### src/rtl/dwc_pkg.sv
// constants and carrier types for the dram write/page cycle controller
// assumes a 125 MHz sys_clk; all timings in ns, all but T_WCR_NS converted to cycles here
package dwc_pkg;
  localparam int CLK_NS = 8;
  // ----------------------------------------
  // timing figures (faster grade), ns
  // ----------------------------------------
  localparam int T_RC_NS = 260;
  localparam int T_RAS_MIN_NS = 150;
  localparam int T_CAS_MIN_NS = 85;
  localparam int T_RP_NS = 100;
  localparam int T_WCR_NS = 95;
  localparam int T_RWL_NS = 40;
  localparam int T_DH_NS = 30;
  localparam int T_RWC_NS = 280;
  localparam int T_RRW_NS = 170;
  localparam int T_CRW_NS = 105;
  localparam int T_RWD_NS = 125;
  localparam int T_CWD_NS = 60;
  localparam int T_PC_NS = 125;
  localparam int T_PCM_NS = 145;
  localparam int T_CP_NS = 30;
  localparam int T_RCD_NS = 30;
  localparam int T_RAH_NS = 20;
  localparam int T_RAS_MAX_NS = 10000;
  localparam int T_RPM2_NS = 75000;
  localparam int T_REF_NS = 2000000;
  localparam int REF_ROWS = 128;
  // ----------------------------------------
  // cycle counts: minima round up, maxima round down
  // ----------------------------------------
  function automatic int up(input int ns);
    return (ns + CLK_NS - 1) / CLK_NS;
  endfunction
  function automatic int dn(input int ns);
    return ns / CLK_NS;
  endfunction
  localparam int C_RAS = up(T_RAS_MIN_NS);
  localparam int C_CAS = up(T_CAS_MIN_NS);
  localparam int C_RP = up(T_RP_NS);
  localparam int C_RC = up(T_RC_NS);
  localparam int C_RWC = up(T_RWC_NS);
  localparam int C_RRW = up(T_RRW_NS);
  localparam int C_CRW = up(T_CRW_NS);
  localparam int C_RWD = up(T_RWD_NS);
  localparam int C_CWD = up(T_CWD_NS);
  localparam int C_RWL = up(T_RWL_NS);
  localparam int C_PC = up(T_PC_NS);
  localparam int C_PCM = up(T_PCM_NS);
  localparam int C_CP = up(T_CP_NS);
  localparam int C_RCD = up(T_RCD_NS);
  localparam int C_RAH = up(T_RAH_NS);
  localparam int C_DH = up(T_DH_NS);
  localparam int C_RAS_MAX = dn(T_RAS_MAX_NS);
  localparam int C_RPM2 = dn(T_RPM2_NS);
  localparam int C_REF = dn(T_REF_NS) / REF_ROWS;
  localparam int CW = 16;
  // ----------------------------------------
  // types
  // ----------------------------------------
  typedef enum logic [1:0] {
    OP_READ = 2'b00,
    OP_WRITE = 2'b01,
    OP_RMW = 2'b10
  } dwc_op_type;
  typedef struct packed {
    dwc_op_type op;
    logic [15:0] addr;
    logic wdata;
    logic page;
  } dwc_req_type;
  typedef struct packed {
    logic ras_n;
    logic cas_n;
    logic we_n;
    logic [7:0] a;
    logic din;
  } dwc_pins_type;
  typedef enum logic [2:0] {
    ST_IDLE = 3'b000,
    ST_ROW = 3'b001,
    ST_COL = 3'b010,
    ST_CASH = 3'b011,
    ST_OPEN = 3'b100,
    ST_PRE = 3'b101,
    ST_REF = 3'b110
  } dwc_st_type;
endpackage

### src/rtl/dwc_ctrl.sv
// host controller driving a 64K x 1 multiplexed-address dram
// assumes dout pin is asynchronous; one request port, self-timed refresh
//
// Contract
// - early write lowers write enable before the column strobe.
// - read-modify-write lowers write enable late, after access.
// - write data valid before column strobe, held past hold time.
// - random write cycles spaced at least the cycle time.
// - strobes meet minimum widths, never beyond the maximum width.
// - row strobe high for precharge before any new cycle.
// - write enable held low past both strobe hold times.
// - write enable leads both strobe rises; pulse long enough.
// - read-modify-write cycle, row and column widths honoured.
// - page column cycles spaced; column precharge between them.
// - page read-modify-write column cycle meets its minimum.
// - ordinary page mode caps row strobe low time.
// - extended page option allows longer row strobe low time.
// - column-to-row gap met since column rises before row falls.
// - read keeps write enable high; write takes it low.
// - page mode keeps row low across column cycles.
// - all 128 low row addresses refreshed each 2 ms.
`timescale 1ns/1ps
module dwc_ctrl #(
  parameter bit EXT_PAGE = 1'b0,
  parameter int REF_INTERVAL = dwc_pkg::C_REF
) (
  // clock and reset
  input wire logic sys_clk,
  input wire logic sys_rst,
  // request port
  input wire logic req_valid,
  input wire dwc_pkg::dwc_req_type req,
  output logic req_ready,
  output logic rd_valid,
  output logic rd_data,
  // dram pins
  output dwc_pkg::dwc_pins_type pins,
  input wire logic dram_dout
);
  typedef struct packed {
    dwc_pkg::dwc_st_type st;
    logic [dwc_pkg::CW-1:0] t;
    logic [dwc_pkg::CW-1:0] rt;
    logic [dwc_pkg::CW-1:0] ref_t;
    logic [6:0] ref_row;
    logic ref_due;
    dwc_pkg::dwc_req_type cur;
    logic [7:0] row;
    logic pg;
    logic pend;
    logic rdy;
    logic rv;
    logic rd;
    logic [1:0] dsync;
    dwc_pkg::dwc_pins_type p;
  } dwc_state_type;
  dwc_state_type s_ff, nxt_s;
  logic [dwc_pkg::CW-1:0] ras_lim;
  logic [dwc_pkg::CW-1:0] col_need;
  logic [dwc_pkg::CW-1:0] cas_need;
  logic fits;
  function automatic logic [dwc_pkg::CW-1:0] cnt(input int v);
    return v[dwc_pkg::CW-1:0];
  endfunction
  // ----------------------------------------
  // sequencer
  // ----------------------------------------
  always_comb begin
    nxt_s = s_ff;
    ras_lim = EXT_PAGE ? cnt(dwc_pkg::C_RPM2) : cnt(dwc_pkg::C_RAS_MAX);
    cas_need = (s_ff.cur.op == dwc_pkg::OP_RMW) ? cnt(dwc_pkg::C_CRW)
                                                : cnt(dwc_pkg::C_CAS);
    col_need = (s_ff.cur.op == dwc_pkg::OP_RMW) ? cnt(dwc_pkg::C_PCM)
                                                : cnt(dwc_pkg::C_PC);
    fits = (s_ff.rt + cnt(dwc_pkg::C_PCM)) < ras_lim;
    nxt_s.dsync = {s_ff.dsync[0], dram_dout};
    nxt_s.t = s_ff.t + 1'b1;
    nxt_s.rv = 1'b0;
    nxt_s.rdy = 1'b0;
    if (s_ff.p.ras_n == 1'b0) begin
      nxt_s.rt = s_ff.rt + 1'b1;
    end else begin
      nxt_s.rt = '0;
    end
    if (s_ff.ref_t >= cnt(REF_INTERVAL - 1)) begin
      nxt_s.ref_t = '0;
      nxt_s.ref_due = 1'b1;
    end else begin
      nxt_s.ref_t = s_ff.ref_t + 1'b1;
    end
    unique case (s_ff.st)
      dwc_pkg::ST_IDLE: begin
        // ready already stood at this edge, so the request outranks refresh
        if (s_ff.rdy && req_valid) begin
          nxt_s.cur = req;
          nxt_s.row = req.addr[15:8];
          nxt_s.p.a = req.addr[15:8];
          nxt_s.t = '0;
          nxt_s.st = dwc_pkg::ST_ROW;
        end else if (s_ff.ref_due) begin
          // a wrap in this same cycle keeps the flag up
          nxt_s.ref_due = (s_ff.ref_t >= cnt(REF_INTERVAL - 1));
          nxt_s.p.a = {1'b0, s_ff.ref_row};
          nxt_s.ref_row = s_ff.ref_row + 1'b1;
          nxt_s.p.ras_n = 1'b0;
          nxt_s.t = '0;
          nxt_s.st = dwc_pkg::ST_REF;
        end else begin
          nxt_s.rdy = 1'b1;
        end
      end
      dwc_pkg::ST_ROW: begin
        // address settles a cycle before the row strobe falls
        nxt_s.p.ras_n = 1'b0;
        nxt_s.t = '0;
        nxt_s.st = dwc_pkg::ST_COL;
      end
      dwc_pkg::ST_COL: begin
        if (s_ff.t == cnt(dwc_pkg::C_RAH)) begin
          nxt_s.p.a = s_ff.cur.addr[7:0];
          nxt_s.p.din = s_ff.cur.wdata;
          if (s_ff.cur.op == dwc_pkg::OP_WRITE) begin
            nxt_s.p.we_n = 1'b0;
          end
        end
        if (s_ff.t >= cnt(dwc_pkg::C_RCD) && s_ff.t > cnt(dwc_pkg::C_RAH)) begin
          nxt_s.p.cas_n = 1'b0;
          nxt_s.t = '0;
          nxt_s.st = dwc_pkg::ST_CASH;
        end
      end
      dwc_pkg::ST_CASH: begin
        // late write enable only after both access delays: rmw
        if (s_ff.cur.op == dwc_pkg::OP_RMW && s_ff.p.we_n &&
            s_ff.t >= cnt(dwc_pkg::C_CWD) &&
            s_ff.rt >= cnt(dwc_pkg::C_RWD)) begin
          nxt_s.p.we_n = 1'b0;
        end
        // raise cas only with enough write lead and width
        if (s_ff.t >= cas_need && s_ff.rt >= cnt(dwc_pkg::C_RRW) &&
            (s_ff.cur.op != dwc_pkg::OP_RMW || (!s_ff.p.we_n &&
             s_ff.t >= cnt(dwc_pkg::C_CWD) + cnt(dwc_pkg::C_RWL) + 1'b1))) begin
          // sampled as cas rises: both access times have long run out
          if (s_ff.cur.op != dwc_pkg::OP_WRITE) begin
            nxt_s.rd = s_ff.dsync[1];
            nxt_s.rv = 1'b1;
          end
          nxt_s.p.cas_n = 1'b1;
          nxt_s.t = '0;
          nxt_s.st = dwc_pkg::ST_OPEN;
        end
      end
      dwc_pkg::ST_OPEN: begin
        nxt_s.p.we_n = 1'b1;
        if (s_ff.t == '0) begin
          // no page offer while refresh waits, or pages could starve it
          nxt_s.rdy = s_ff.cur.page && !s_ff.ref_due;
        end
        // an offer met with ready is always taken; another row waits
        if (s_ff.rdy && req_valid) begin
          nxt_s.cur = req;
          nxt_s.pg = (req.addr[15:8] == s_ff.row);
          nxt_s.pend = (req.addr[15:8] != s_ff.row);
        end
        // page column: precharge then next cas, held to column cycle time
        if (s_ff.pg && fits && s_ff.t >= cnt(dwc_pkg::C_CP) &&
            s_ff.t + cas_need >= col_need) begin
          nxt_s.pg = 1'b0;
          nxt_s.p.a = s_ff.cur.addr[7:0];
          nxt_s.p.din = s_ff.cur.wdata;
          nxt_s.p.we_n = (s_ff.cur.op == dwc_pkg::OP_WRITE) ? 1'b0 : 1'b1;
          nxt_s.t = cnt(dwc_pkg::C_RAH);
          nxt_s.st = dwc_pkg::ST_COL;
        end else if (s_ff.t >= cnt(dwc_pkg::C_CP) &&
                     ((s_ff.pg && !fits) ||
                      (!s_ff.pg && (!s_ff.cur.page || s_ff.pend ||
                       s_ff.rt >= ras_lim - cnt(dwc_pkg::C_RRW) ||
                       s_ff.ref_due)))) begin
          // a column that no longer fits reopens the row after precharge
          nxt_s.pend = s_ff.pend || s_ff.pg;
          nxt_s.pg = 1'b0;
          nxt_s.p.ras_n = 1'b1;
          nxt_s.t = '0;
          nxt_s.st = dwc_pkg::ST_PRE;
        end
      end
      dwc_pkg::ST_PRE: begin
        if (s_ff.t >= cnt(dwc_pkg::C_RC - dwc_pkg::C_RAS)
            && s_ff.t >= cnt(dwc_pkg::C_RWC - dwc_pkg::C_RRW)
            && s_ff.t >= cnt(dwc_pkg::C_RP)) begin
          if (s_ff.pend) begin
            nxt_s.pend = 1'b0;
            nxt_s.row = s_ff.cur.addr[15:8];
            nxt_s.p.a = s_ff.cur.addr[15:8];
            nxt_s.t = '0;
            nxt_s.st = dwc_pkg::ST_ROW;
          end else begin
            nxt_s.st = dwc_pkg::ST_IDLE;
          end
        end
      end
      dwc_pkg::ST_REF: begin
        if (s_ff.t >= cnt(dwc_pkg::C_RAS)) begin
          nxt_s.p.ras_n = 1'b1;
          nxt_s.t = '0;
          nxt_s.st = dwc_pkg::ST_PRE;
        end
      end
      default: begin
        nxt_s.st = dwc_pkg::ST_IDLE;
      end
    endcase
  end
  always_ff @(posedge sys_clk) begin
    if (sys_rst) begin
      s_ff <= '0;
      s_ff.p <= '{ras_n: 1'b1, cas_n: 1'b1, we_n: 1'b1, a: 8'h00, din: 1'b0};
    end else begin
      s_ff <= nxt_s;
    end
  end
  assign pins = s_ff.p;
  assign req_ready = s_ff.rdy;
  assign rd_valid = s_ff.rv;
  assign rd_data = s_ff.rd;
  // ----------------------------------------
  // checks
  // ----------------------------------------
  property p_ras_width;
    @(posedge sys_clk) disable iff (sys_rst)
      $fell(s_ff.p.ras_n) |-> !s_ff.p.ras_n [*8];
  endproperty
  a_ras_width: assert property (p_ras_width) else $error("ras short");
  property p_cas_width;
    @(posedge sys_clk) disable iff (sys_rst)
      $fell(s_ff.p.cas_n) |-> !s_ff.p.cas_n [*8];
  endproperty
  a_cas_width: assert property (p_cas_width) else $error("cas short");
  property p_precharge;
    @(posedge sys_clk) disable iff (sys_rst)
      $rose(s_ff.p.ras_n) |-> s_ff.p.ras_n [*8];
  endproperty
  a_precharge: assert property (p_precharge) else $error("precharge");
  property p_cas_pre;
    @(posedge sys_clk) disable iff (sys_rst)
      $rose(s_ff.p.cas_n) |-> s_ff.p.cas_n [*3];
  endproperty
  a_cas_pre: assert property (p_cas_pre) else $error("cas pre");
  property p_we_lead;
    @(posedge sys_clk) disable iff (sys_rst)
      $rose(s_ff.p.cas_n) |-> !$past(s_ff.p.we_n, 5) || $past(s_ff.p.we_n);
  endproperty
  a_we_lead: assert property (p_we_lead) else $error("we lead");
  property p_cas_in_ras;
    @(posedge sys_clk) disable iff (sys_rst)
      !s_ff.p.cas_n |-> !s_ff.p.ras_n;
  endproperty
  a_cas_in_ras: assert property (p_cas_in_ras) else $error("cas alone");
  property p_ras_max;
    @(posedge sys_clk) disable iff (sys_rst)
      s_ff.rt <= ras_lim;
  endproperty
  a_ras_max: assert property (p_ras_max) else $error("ras long");
  property p_early;
    @(posedge sys_clk) disable iff (sys_rst)
      $fell(s_ff.p.cas_n) && s_ff.cur.op == dwc_pkg::OP_WRITE
        |-> !s_ff.p.we_n;
  endproperty
  a_early: assert property (p_early) else $error("late write");
  c_write: cover property (@(posedge sys_clk) $fell(s_ff.p.we_n));
  c_refresh: cover property (@(posedge sys_clk) s_ff.st == dwc_pkg::ST_REF);
  c_page: cover property (@(posedge sys_clk) s_ff.pg);
endmodule // dwc_ctrl

### config.mk
export PLATFORM = sky130hd
export DESIGN_NAME = dwc_ctrl
export DESIGN_NICKNAME = d
export VERILOG_FILES = /design/src/rtl/dwc_pkg.sv /design/src/rtl/dwc_ctrl.sv
export SDC_FILE = /design/constraint.sdc
export NUM_CORES = 1
export LEC_CHECK = 0
export ABC_AREA = 1
export BUFFER_PORTS_ARGS = -buffer_cell sky130_fd_sc_hd__buf_4
export CORE_ASPECT_RATIO = 0.5
export CORE_MARGIN = 10
export CORE_UTILIZATION = 48
export CTS_CLUSTER_SIZE = 14
export DETAILED_ROUTE_END_ITERATION = 12
export MAX_ROUTING_LAYER = met4
export PLACE_DENSITY_LB_ADDON = 0.05
export SLEW_MARGIN = 10
export SYNTH_ARGS = -nofsm -noshare
export SYNTH_HDL_FRONTEND = slang
export SYNTH_SLANG_ARGS = --single-unit
### constraint.sdc
create_clock -name sys_clk -period 3.2 [get_ports sys_clk]
set_input_delay 0.64 -clock sys_clk [delete_from_list [all_inputs] [get_ports sys_clk]]
set_output_delay 0.64 -clock sys_clk [all_outputs]
set_load 0.01 [all_outputs]
# Word-level counts from Yosys, hierarchy flattened
# Cells that the tools add are included.
# totals
wordCells	182
regBits	106
in_bits	24
output_inout_bits	15
# op_classes
muxes	54
bitwise_logic	3
eq_ne	30
reduce_logical	54
n_addsub	6
magnitude_cmp	13
# ops
operator	n
19-bit 2-to-1 mux	8
16-bit case mux with 7 select lines	1
16-bit by 1-bit adder with 16-bit output (second input constant)	3
16-bit by 4-bit greater-or-equal comparator with 1-bit output (second input constant)	3
16-bit by 5-bit greater-or-equal comparator with 1-bit output (second input constant)	3
20-bit case mux with 2 select lines	1
16-bit by 11-bit greater-or-equal comparator with 1-bit output (second input constant)	2
8-bit 2-to-1 mux	4
2-bit != test (second input constant)	16
8-bit case mux with 4 select lines	1
28-bit 2-to-1 mux	1
1-bit 2-to-1 mux	21
3-bit case mux with 7 select lines	1
10-bit 2-to-1 mux	2
20-bit 2-to-1 mux	1
6-bit AND reduction	3
1-bit logical AND	17
16-bit by 4-bit adder with 16-bit output	1
16-bit by 5-bit adder with 16-bit output (second input constant)	1
16-bit by 2-bit == test with 1-bit output (second input constant)	1
16-bit by 3-bit greater-or-equal comparator with 1-bit output (second input constant)	1
16-bit by 4-bit greater-or-equal comparator with 1-bit output	1
16-bit by 5-bit greater-or-equal comparator with 1-bit output	1
16-bit by 2-bit greater-than comparator with 1-bit output (second input constant)	1
other kinds (31)	65

# Depth between registers and ports, before layout
# Gate-level depths: netlist (run 1).
# logic_depth
ltp_word	10
ltp_mapped	23
mapped_depth_nobuf	22

# Worst setup path before layout (run 1)
# Ideal clock, no wire load.
# synth_path
path_kind	register -> register
start	register s_ff[46] (netlist name)
end	register s_ff (netlist bit pins[8])
path_buffers	1
required_ns	3.083
stages_incl_launch_ff	24
setup_ns	0.117
path_slack_ns	0.723
synth_period_minus_slack_ns	2.477
arrival_ns	2.360
cell_sequence	dfxtp_1 -> inv_1 -> nor2_1 -> inv_1 -> ha_1 -> inv_1 -> ha_1 -> inv_1 -> ha_1 -> nand2_1 -> inv_1 -> nor2_1 -> nand3_1 -> nand2_1 -> nand2_1 -> nor2_1 -> nand4_1 -> nand2_2 -> nand2_2 -> nand2_4 -> buf_6 -> nand2_1 -> nand2_1 -> a21oi_1
# synth_between
elab_chain_cells	7
elab_cells_between_ends	8
classes_between	1 x add/sub; 1 x order compare; 2 x eq/ne; 2 x mux; 2 x reduce/logical
# synth_rtl
item	line	text
from (decl)	dwc_ctrl.sv:57	dwc_state_type s_ff, nxt_s;
from (signal assigned)	dwc_ctrl.sv:219	s_ff <= nxt_s;
2-bit == test *	dwc_ctrl.sv:71, dwc_ctrl.sv:73	
3-bit 2-to-1 mux	dwc_ctrl.sv:71	cas_need = (s_ff.cur.op == dwc_pkg::OP_RMW) ? cnt(dwc_pkg::C_CRW)
16-bit by 4-bit adder with 16-bit output	dwc_ctrl.sv:167	s_ff.t + cas_need >= col_need) begin
16-bit by 5-bit greater-or-equal comparator with 1-bit output *	dwc_ctrl.sv:167	
1-bit logical AND *	dwc_ctrl.sv:166	if (s_ff.pg && fits && s_ff.t >= cnt(dwc_pkg::C_CP) &&
2-bit != test (no line) *	--	
6-bit AND reduction (no line) *	--	
# Every way passes the cells marked *; elsewhere a longest branch is shown, timed or not.
# A chain may end at the register's enable or synchronous reset.

# Worst setup path in the final report (run 1)
# layout_path
start	register s_ff[46] (netlist name)
end	register s_ff[98] (netlist name)
# layout_between
elab_chain_cells	7
elab_cells_between_ends	14
classes_between	1 x add/sub; 2 x order compare; 2 x eq/ne; 5 x mux; 4 x reduce/logical
# layout_rtl
item	line	text
2-bit == test	dwc_ctrl.sv:71, dwc_ctrl.sv:73	
3-bit 2-to-1 mux	dwc_ctrl.sv:71	
16-bit by 4-bit adder with 16-bit output / 16-bit by 4-bit greater-or-equal comparator with 1-bit output (equally long branches)	dwc_ctrl.sv:167, dwc_ctrl.sv:140	
16-bit by 5-bit greater-or-equal comparator with 1-bit output / 1-bit logical AND (equally long branches)	dwc_ctrl.sv:167, dwc_ctrl.sv:140	
1-bit logical AND, on equally long branches	dwc_ctrl.sv:166, dwc_ctrl.sv:140	
19-bit 2-to-1 mux, on equally long branches	dwc_ctrl.sv:166, dwc_ctrl.sv:140	
16-bit case mux with 7 select lines *	dwc_ctrl.sv:91	unique case (s_ff.st)
# Every way passes the cells marked *; elsewhere a longest branch is shown, timed or not. The select of a mux whose other input is x is not followed.

==> flow_metrics.tcl, run 1 <==
set metrics [dict create \
    status "finished, final reports clean" \
    yosys.area_share.xor_xnor_pct 2.274 \
    first_global_vias 5400 \
    cts_max_level 3 \
    cp_data_required_time_ns 3.48 \
    total_negative_setup_slacks_ns 0 \
    synth_ff_type "sky130_fd_sc_hd__dfxtp_1" \
    detail_route.wirelength_um 16060 \
    synth_area_mm2 0.006162 \
    timing.max_cap.violations 0 \
    setup.worst_path.class "flip-flop to flip-flop" \
    gpl.final_weighted_congestion 0.9492 \
    pin_count 39 \
    finish.net_count 1028 \
    critPathMaxFanout 10 \
    final_util_pct 54.40 \
    synth_cells 958 \
    synth_async_sr_flop_share_pct 0 \
    global_route_wire_length_before_repair_um 26710 \
    period_minus_slack_ns 2.883 \
    fin_skew_ns 0.01271 \
    crit_arrival_ns 3.16 \
    tritoncts "yes" \
    cts-hold-fix-buffers 0 \
    synth-simple-area-share_pct 34.54 \
    number_of_rows_in_the_core_area 29 \
    route.top_layer_used "met4" \
    timing.hold.worst.class "flip-flop to flip-flop" \
    grt_start_max_net_pins 29 \
    syn-mean-instance-area_um2 6.432 \
    post_synth_fa_ha_maj_area_fraction_pct 3.452 \
    synth-seq-area-share_pct 34.44 \
    cts-buffers-inserted 9 \
    synth.distinct_cells 37 \
    synth-edff-count 0 \
    number_of_antenna_violations_at_the_first_check_in_global_routing 0 \
    drive_above_1_share_pct 10.48 \
    die_w_um 180.2 \
    globalRouteTotalUtil_pct 17.97 \
    area_delta_synth_final_pct 11.47 \
    dieArea_mm2 0.01805 \
    compound_gate_fraction_of_synth_area_pct 13.28 \
    crit_share_post_route_pct 90.10 \
    post_route_hold_slack_ns 0.4080 \
    met3_length_um 816 \
    cts-root-to-sink-buffers 2 \
    vias 5959 \
    final-hold-violation-count 0 \
    die-height_um 100.1 \
    drt-pass1-iter-count 6 \
    clkSlewWorstSetupHoldPaths_ns 0.08 \
    io_buffer_count 38 \
    cts_root_buffer "sky130_fd_sc_hd__clkbuf_16" \
    wl_met1_um 8334 \
    drc_errors 0 \
    layout_commonest_cell "sky130_fd_sc_hd__nand2_1" \
    most-common-layout-cells "sky130_fd_sc_hd__nand2_1 (212), sky130_fd_sc_hd__nor2_1 (137), sky130_fd_sc_hd__inv_1 (131), sky130_fd_sc_hd__dfxtp_1 (106), sky130_fd_sc_hd__nand3_1 (66)" \
    cellPowerDensity_mw_per_mm2 635.5 \
    gr-total-overflow 0 \
    met2_wirelength_um 6810 \
    antenna-diode-count 0 \
    via_per_inst 5.128 \
    drt_first_iter_violations 609 \
    endpoint_kind_of_the_worst_setup_timing_path "flip-flop" \
    yosys_warnings 0 \
    core_area_mm2 0.01263 \
    post_drt_wl_per_cell_um 13.82 \
    synth_top_area_share_pct 34.44 \
    yosys-top-cells-area "sky130_fd_sc_hd__dfxtp_1 (34%), sky130_fd_sc_hd__nand2_1 (13%), sky130_fd_sc_hd__nor2_1 (8.4%), sky130_fd_sc_hd__inv_1 (8.0%), sky130_fd_sc_hd__nand3_1 (5.4%)" \
    max-vdd-ir-drop_mv 0.3063 \
    grt_setup_unrepaired "no" \
    max-slew-margin-rel_pct 56.48 \
    p_leak_uw 0.003048 \
    synthMuxAreaShare_pct 0 \
    slew_violations 0 \
    worst-slew-pin-transition_ns 0.6503 \
    antenna_violating_nets_remaining 0 \
    report.final.setup_viol 0 \
    synth_top_area_cell "sky130_fd_sc_hd__dfxtp_1" \
    worstSetupStartpointType "flip-flop" \
    synth_top_family_by_area "simple AND/OR/NAND/NOR gates" \
    worst_skew_pair.late_latency_ns 0.35 \
    initial_utilization_pct 48.80 \
    clkSinkCount 106 \
    post-dp-hpwl_um 12160 \
    ff_latch_count_synth 106 \
    fmaxAchievable_mhz 346.8 \
]
==> power by group <==
part / internal, uW / switching [uW]
clock network: 570 / 593
logic: 520 / 1030
registers: 1510 / 141
==> sequential cells by signal (all words and copies together), names as in the netlist <==
signal and cells:
rd_valid 1, nxt_s 1, rd_data 1, pins 12
s_ff 90, req_ready 1
==> critical path, cell delays in order (launching register included) <==
cell and delay, ns:
sky130_fd_sc_hd__dfxtp_1 0.36, sky130_fd_sc_hd__inv_1 0.08, sky130_fd_sc_hd__nor2_2 0.13, sky130_fd_sc_hd__inv_1 0.12, sky130_fd_sc_hd__ha_1 0.21, sky130_fd_sc_hd__inv_1 0.06
sky130_fd_sc_hd__ha_1 0.22, sky130_fd_sc_hd__inv_1 0.06, sky130_fd_sc_hd__ha_1 0.21, sky130_fd_sc_hd__nand2_1 0.07, sky130_fd_sc_hd__inv_1 0.03, sky130_fd_sc_hd__nor2_1 0.08
sky130_fd_sc_hd__nand3_1 0.09, sky130_fd_sc_hd__nand2_1 0.07, sky130_fd_sc_hd__nand2_1 0.05, sky130_fd_sc_hd__nor2_1 0.09, sky130_fd_sc_hd__nand4_1 0.21, sky130_fd_sc_hd__nand2_2 0.17
sky130_fd_sc_hd__nand2_1 0.08, sky130_fd_sc_hd__nand2_1 0.14, sky130_fd_sc_hd__nand2_2 0.16, sky130_fd_sc_hd__nor2_1 0.14
==> final timing paths <==
kind | startpoint | endpoint | slack, ns | cells past startpoint
worst max-delay path | s_ff[46] | s_ff[98] | 0.32 | 21
worst min-delay path | nxt_s[13] | s_ff[13] | 0.41 | 2
worst min register to register | nxt_s[13] | s_ff[13] | 0.41 | 2
worst max register to register | s_ff[46] | s_ff[98] | 0.32 | 21
==> timing repair <==
action	4_1_cts	5_1_grt
endpoints found under the setup margin	0	19
gates resized for setup	0	2
setup buffers	0	4
==> synthesized netlist by cell type, types with 3 or more instances <==
cell                       instances
sky130_fd_sc_hd__a21oi_1          57
sky130_fd_sc_hd__a31oi_1           6
sky130_fd_sc_hd__buf_2             4
sky130_fd_sc_hd__buf_4            18
sky130_fd_sc_hd__clkbuf_1         11
sky130_fd_sc_hd__dfxtp_1         106
sky130_fd_sc_hd__ha_1             17
sky130_fd_sc_hd__inv_1           131
sky130_fd_sc_hd__inv_2             8
sky130_fd_sc_hd__nand2_1         212
sky130_fd_sc_hd__nand2_2          12
sky130_fd_sc_hd__nand3_1          67
sky130_fd_sc_hd__nand3b_1          3
sky130_fd_sc_hd__nand4_1          18
sky130_fd_sc_hd__nor2_1          138
sky130_fd_sc_hd__nor2_2           10
sky130_fd_sc_hd__nor3_1           20
sky130_fd_sc_hd__o211ai_1         11
sky130_fd_sc_hd__o21ai_0          64
sky130_fd_sc_hd__o21ai_1           4
sky130_fd_sc_hd__o22ai_1           4
sky130_fd_sc_hd__xor2_1           16
==> layer usage <==
layer	vias to the layer above	track usage, %
met5	-	-
met4	0	2.694
met3	11	3.806
met2	161	26.55
met1	2675	25.07
li1	3112	-
==> metrics by stage <==
step	setup slack (ns)	power, uW	cells	area, um^2
6_report	0.3167	4366	1162	6869
5_1_grt	0.009915	4701	1162	6869
4_1_cts	0.2312	4376	1158	6832
3_5_place_dp	0.2407	3200	1142	6513
3_3_place_gp	0.4087	3184	1142	6513
2_1_floorplan	0.7231	2808	962	6177
==> final cells by class <==
cell class                      count  area (um^2)
Timing Repair Buffer               48        360.3
Fill cell                        1265         5758
Clock inverter                      7        93.84
Sequential cell                   106         2122
Multi-Input combinational cell    681         3326
Inverter                          141        529.3
Clock buffer                        9        225.2
Tap cell                          170        212.7
==> cell families after synthesis <==
logic type / Yosys count
and+or+nand+nor: 491
buffers and inverters: 175
AOI/OAI and AO/OA: 152
DFF: 106
adders and majority gates: 17
xor gates and xnor gates: 16
other: 1
Power figures use the tool's default switching activity.
==> run 2, diff against run 1 <==
--- a/config.mk
+++ b/config.mk
@@ -6,14 +6,15 @@
 export NUM_CORES = 1
 export LEC_CHECK = 0
 export ABC_AREA = 1
-export BUFFER_PORTS_ARGS = -buffer_cell sky130_fd_sc_hd__buf_4
 export CORE_ASPECT_RATIO = 0.5
 export CORE_MARGIN = 10
 export CORE_UTILIZATION = 48
 export CTS_CLUSTER_SIZE = 14
 export DETAILED_ROUTE_END_ITERATION = 12
+export DONT_BUFFER_PORTS = 1
 export MAX_ROUTING_LAYER = met4
 export PLACE_DENSITY_LB_ADDON = 0.05
+export SKIP_CTS_REPAIR_TIMING = 1
 export SLEW_MARGIN = 10
 export SYNTH_ARGS = -nofsm -noshare
 export SYNTH_HDL_FRONTEND = slang
==> run 2 against run 1 <==
Total power fell by 4.1%. Worst setup slack better by 0.031 ns. Non-clock buffer count is 42 lower. Global-route usage is 0.23 points lower.
==> flow_metrics.tcl, run 2 (same netlist as run 1, synthesis figures left out) <==
set metrics [dict create \
    status "finished, final reports clean" \
    cts_max_level 3 \
    seqCellArea_mm2 0.002122 \
    hold_path.startpoint "sys_rst" \
    worst-slew-pin-transition_ns 0.6857 \
    clkSlewWorstSetupHoldPaths_ns 0.08 \
    max-vdd-ir-drop_mv 0.3284 \
    die_w_um 180.2 \
    core_area_mm2 0.01263 \
    largest_register_ff_count 90 \
    timing.max_cap.violations 0 \
    cts_root_buffer "sky130_fd_sc_hd__clkbuf_16" \
    final-hold-violation-count 0 \
    internal-power_uw 2507 \
    finish.net_count 986 \
    max-slew-margin-rel_pct 54.24 \
    multiInputGateArea_mm2 0.003326 \
    timing.hold.worst.class "primary input to flip-flop" \
    cellPowerDensity_mw_per_mm2 641.7 \
    antenna-diode-count 0 \
    worstSetupStartpointType "flip-flop" \
    critPathMaxFanout 10 \
    post_drt_wl_per_cell_um 14.05 \
    endpoint_kind_of_the_worst_setup_timing_path "flip-flop" \
    drc_errors 0 \
    total_negative_setup_slacks_ns 0 \
    pwr-share-comb_pct 33.7 \
    crit_arrival_ns 3.14 \
    global_route_wire_length_before_repair_um 26190 \
    tritoncts "yes" \
    detail_route.wirelength_um 15740 \
    gr-total-overflow 0 \
    drt_first_iter_violations 618 \
    p_leak_uw 0.002831 \
    endpoint_of_the_worst_setup_timing_path "s_ff[96]" \
    setup.worst_path.class "flip-flop to flip-flop" \
    place_ws_ns 0.2596 \
    cp_data_required_time_ns 3.49 \
    vias 5797 \
    grt_start_max_net_pins 42 \
    drt-pass1-iter-count 5 \
    crit_share_post_route_pct 89.14 \
    number_of_rows_in_the_core_area 29 \
    cts-root-to-sink-buffers 2 \
    setup.reg_to_reg.worst_slack_ns 0.35 \
    post-dp-hpwl_um 11940 \
    worstSetupStartpoint "s_ff[46]" \
    worstPathBufferInverterCount 5 \
    period_minus_slack_ns 2.852 \
    report.final.setup_viol 0 \
    worst_skew_pair.late_latency_ns 0.35 \
    post_route_hold_slack_ns 0.3551 \
    power.clock.fraction_pct 26.2 \
    cpPeakStageDelay_ns 0.35 \
    gpl.final_weighted_congestion 0.9587 \
    grt_setup_unrepaired "no" \
    power.switching_fraction_pct 40.15 \
    drive_above_1_share_pct 6.526 \
    initial_utilization_pct 48.80 \
    die-height_um 100.1 \
    fin_skew_ns 0.01179 \
    nFillCells 1333 \
    slew_violations 0 \
    crit_path_leading_delay_family "simple AND/OR/NAND/NOR gates" \
    most-common-layout-cells "sky130_fd_sc_hd__nand2_1 (212), sky130_fd_sc_hd__nor2_1 (137), sky130_fd_sc_hd__inv_1 (131), sky130_fd_sc_hd__dfxtp_1 (106), sky130_fd_sc_hd__nand3_1 (66)" \
    clkSinkCount 106 \
    worst-r2r-cell-count 21 \
    r2r-end "s_ff[96]" \
    power.sequential.fraction_pct 40.1 \
    number_of_antenna_violations_at_the_first_check_in_global_routing 0 \
    timing.critical_path.depth 21 \
    r2r-start "s_ff[46]" \
    cts-buffers-inserted 9 \
    io_buffer_count 0 \
    dieArea_mm2 0.01805 \
    pin_count 39 \
    first_global_vias 5197 \
    antenna_violating_nets_remaining 0 \
    cp_slowest_cell "sky130_fd_sc_hd__dfxtp_1" \
    area_delta_synth_final_pct 5.929 \
    total_switching_power_uw 1682 \
    layout_commonest_cell "sky130_fd_sc_hd__nand2_1" \
    fin_ws_ns 0.3476 \
    top_register "s_ff" \
    globalRouteTotalUtil_pct 17.74 \
    crit_chain "inv_1, nor2_2, inv_1, ha_1, inv_1, ha_1, inv_1, ha_1, nand2_1, inv_1, nor2_1, nand3_1, nand2_1, nand2_1, nor2_1, nand4_1, nand2_2, nand2_1, nand2_1, nand2_2, nor2_1" \
    fmaxAchievable_mhz 350.6 \
    via_per_inst 5.176 \
]
==> run 2: cell types whose count changed in the layout (fill, tap and decap cells not counted), sizes merged <==
cell	delta
buf	-42
clkinv	-1
inv	+1
==> run 2: power groups by stage <==
stage / Sequential, uW / Clock [uW] / Combinational [uW]
2_1_floorplan: 1620 / 0 / 1180
3_3_place_gp: 1710 / 0 / 1390
3_5_place_dp: 1710 / 0 / 1400
4_1_cts: 1680 / 1130 / 1410
5_1_grt: 1710 / 1170 / 1650
6_report: 1680 / 1100 / 1410
==> run 2: area by class of cell <==
cell class | instances | share of cell area [%]
clock buffers | 9 | 3.450
multi-input cells | 681 | 50.95
well taps | 170 | 3.259
repair buffers | 6 | 0.6901
clock inverters | 7 | 1.035
flip-flops and latches | 106 | 32.51
inverters | 141 | 8.108
==> run 2: worst min path at each step <==
stage,endpoint,slack (ns),cells after the start
final,s_ff[13],0.36,1
after global routing,s_ff[13],0.34,1
after CTS,s_ff[13],0.35,1
after detailed placement,s_ff[13],0.40,2
after global placement,s_ff[13],0.39,2
after floorplan,s_ff[13],0.39,2
==> run 2: metal layers <==
layer | track usage [%] | wire length (um) | vias to the layer above
met3 | 3.986 | 748 | 15
met4 | 3.571 | 148 | 0
li1 | - | - | 3010
met5 | - | 0 | -
met2 | 26.86 | 6739 | 116
met1 | 23.83 | 8099 | 2656
==> run 2: metrics by stage <==
step / utilization [%] / instances / total power, uW / instance area (um^2)
after floorplan: - / 962 / 2808 / 6177
after global placement: 49.32 / 1104 / 3105 / 6227
after detailed placement: 49.32 / 1104 / 3107 / 6227
after CTS: 51.64 / 1120 / 4215 / 6520
after global routing: 51.69 / 1120 / 4526 / 6528
final: 51.69 / 1120 / 4189 / 6528
==> run 3, diff against run 2 <==
--- a/config.mk
+++ b/config.mk
@@ -6,9 +6,12 @@
 export NUM_CORES = 1
 export LEC_CHECK = 0
 export ABC_AREA = 1
+export CAP_MARGIN = 30
+export CELL_PAD_IN_SITES_DETAIL_PLACEMENT = 1
+export CELL_PAD_IN_SITES_GLOBAL_PLACEMENT = 1
 export CORE_ASPECT_RATIO = 0.5
 export CORE_MARGIN = 10
-export CORE_UTILIZATION = 48
+export CORE_UTILIZATION = 46
 export CTS_CLUSTER_SIZE = 14
 export DETAILED_ROUTE_END_ITERATION = 12
 export DONT_BUFFER_PORTS = 1
==> run 3 against run 2 <==
Sequential cell count unchanged. Total power grew 2.7%. Critical path depth is the same. Cell count is the same. Critical path type unchanged. Maximum frequency down 0.84%. Highest routed layer unchanged.
==> flow_metrics.tcl, run 3 (same netlist as run 1, synthesis figures left out) <==
set metrics [dict create \
    status "finished, final reports clean" \
    number_of_rows_in_the_core_area 29 \
    die_w_um 183.7 \
    cts-buffers-inserted 9 \
    multiInputGateArea_mm2 0.003344 \
    most-common-layout-cells "sky130_fd_sc_hd__nand2_1 (211), sky130_fd_sc_hd__nor2_1 (137), sky130_fd_sc_hd__inv_1 (131), sky130_fd_sc_hd__dfxtp_1 (106), sky130_fd_sc_hd__nand3_1 (67)" \
    io_buffer_count 0 \
    max-slew-margin-rel_pct 59.99 \
    post_drt_wl_per_cell_um 16.43 \
    clkSlewWorstSetupHoldPaths_ns 0.08 \
    tritoncts "yes" \
    place_ws_ns 0.2665 \
    worstPathBufferInverterCount 5 \
    pin_count 39 \
    cpPeakStageDelay_ns 0.33 \
    timing.hold.worst.class "primary input to flip-flop" \
    first_global_vias 6058 \
    globalRouteTotalUtil_pct 20.29 \
    endpoint_kind_of_the_worst_setup_timing_path "flip-flop" \
    largest_register_ff_count 90 \
    finish.net_count 986 \
    antenna-diode-count 0 \
    core_area_mm2 0.01288 \
    cts-root-to-sink-buffers 2 \
    cts_root_buffer "sky130_fd_sc_hd__clkbuf_16" \
    fin_skew_ns 0.01099 \
    p_total_uw 4302 \
    gr-total-overflow 0 \
    global_route_wire_length_before_repair_um 30390 \
    fmaxAchievable_mhz 347.6 \
    crit_share_post_route_pct 89.89 \
    worst-slew-pin-transition_ns 0.5979 \
    place_area_mm2 0.006227 \
    gpl.final_weighted_congestion 0.9016 \
    cp_slowest_cell "sky130_fd_sc_hd__dfxtp_1" \
    drc_errors 0 \
    cts_max_level 3 \
    setup.reg_to_reg.worst_slack_ns 0.32 \
    drt-pass1-iter-count 5 \
    timing.max_cap.violations 0 \
    setup.worst_path.class "flip-flop to flip-flop" \
    worstSetupStartpointType "flip-flop" \
    top_register "s_ff" \
    slew_violations 0 \
    critPathMaxFanout 5 \
    cp_common_cell "sky130_fd_sc_hd__inv_1" \
    worst_skew_pair.late_latency_ns 0.36 \
    period_minus_slack_ns 2.876 \
    cp_data_required_time_ns 3.47 \
    final-hold-violation-count 0 \
    detail_route.wirelength_um 18400 \
    report.final.setup_viol 0 \
    crit_path_leading_delay_family "simple AND/OR/NAND/NOR gates" \
    number_of_antenna_violations_at_the_first_check_in_global_routing 0 \
    initial_utilization_pct 47.84 \
    final_cell_area_mm2 0.006540 \
    post-dp-hpwl_um 14170 \
    crit_arrival_ns 3.15 \
    crit_chain "inv_1, nor2_2, inv_1, ha_1, inv_1, ha_1, inv_1, ha_1, nor2_1, nand2_1, nor2_1, nand3_1, nand2_1, nand2_1, nor2_1, nand4_1, nand2_2, nand2_1, nand2_2, inv_1, nor3_1" \
    drt_first_iter_violations 342 \
    via_per_inst 5.305 \
    vias 5942 \
    seqCellArea_mm2 0.002122 \
    dieArea_mm2 0.01871 \
    grt_start_max_net_pins 44 \
    clkSinkCount 106 \
    antenna_violating_nets_remaining 0 \
    drive_above_1_share_pct 6.421 \
    die-height_um 101.8 \
    cellPowerDensity_mw_per_mm2 657.8 \
    post_route_hold_slack_ns 0.3536 \
    area_delta_synth_final_pct 6.132 \
    fin_ws_ns 0.3235 \
    max-vdd-ir-drop_mv 0.4542 \
    p_leak_uw 0.002826 \
    nFillCells 1779 \
    layout_commonest_cell "sky130_fd_sc_hd__nand2_1" \
]
run 3: layout make-up:
class,instances,share of cell area (%)
Clock buffer,10,3.501
Clock inverter,6,0.8800
Inverter,141,8.093
Multi-Input combinational cell,681,51.14
Sequential cell,106,32.45
Tap cell,170,3.252
Timing Repair Buffer,6,0.6887
run 3: path summary, 6_finish.rpt:
kind         startpoint       end  cells past startpoint
max            s_ff[46]  s_ff[94]                     21
min             sys_rst  s_ff[87]                      1
max reg2reg    s_ff[46]  s_ff[94]                     21
min reg2reg   nxt_s[13]  s_ff[13]                      2
run 3: metal layers:
layer	vias up	GRT usage [%]	share of wire (%)
li1	3006	-	-
met1	2848	26.12	50
met2	75	32.71	45
met3	13	3.931	3.8
met4	0	4.068	0.66
met5	-	-	0
run 3: through the flow:
stage / setup TNS, ns / util, % / cells
finish: 0 / 50.77 / 1120
floorplan: 0 / - / 962
CTS: 0 / 50.57 / 1120
detailed placement: 0 / 48.34 / 1104
global route: -0.03583 / 50.77 / 1120
global placement: 0 / 48.34 / 1104
run 3: power by group:
group          internal (uW)  leakage (uW)  switching, uW  total (uW)
Sequential              1510      0.000863            185        1690
Clock                    549      0.000135            563        1110
Combinational            463       0.00183           1040        1500
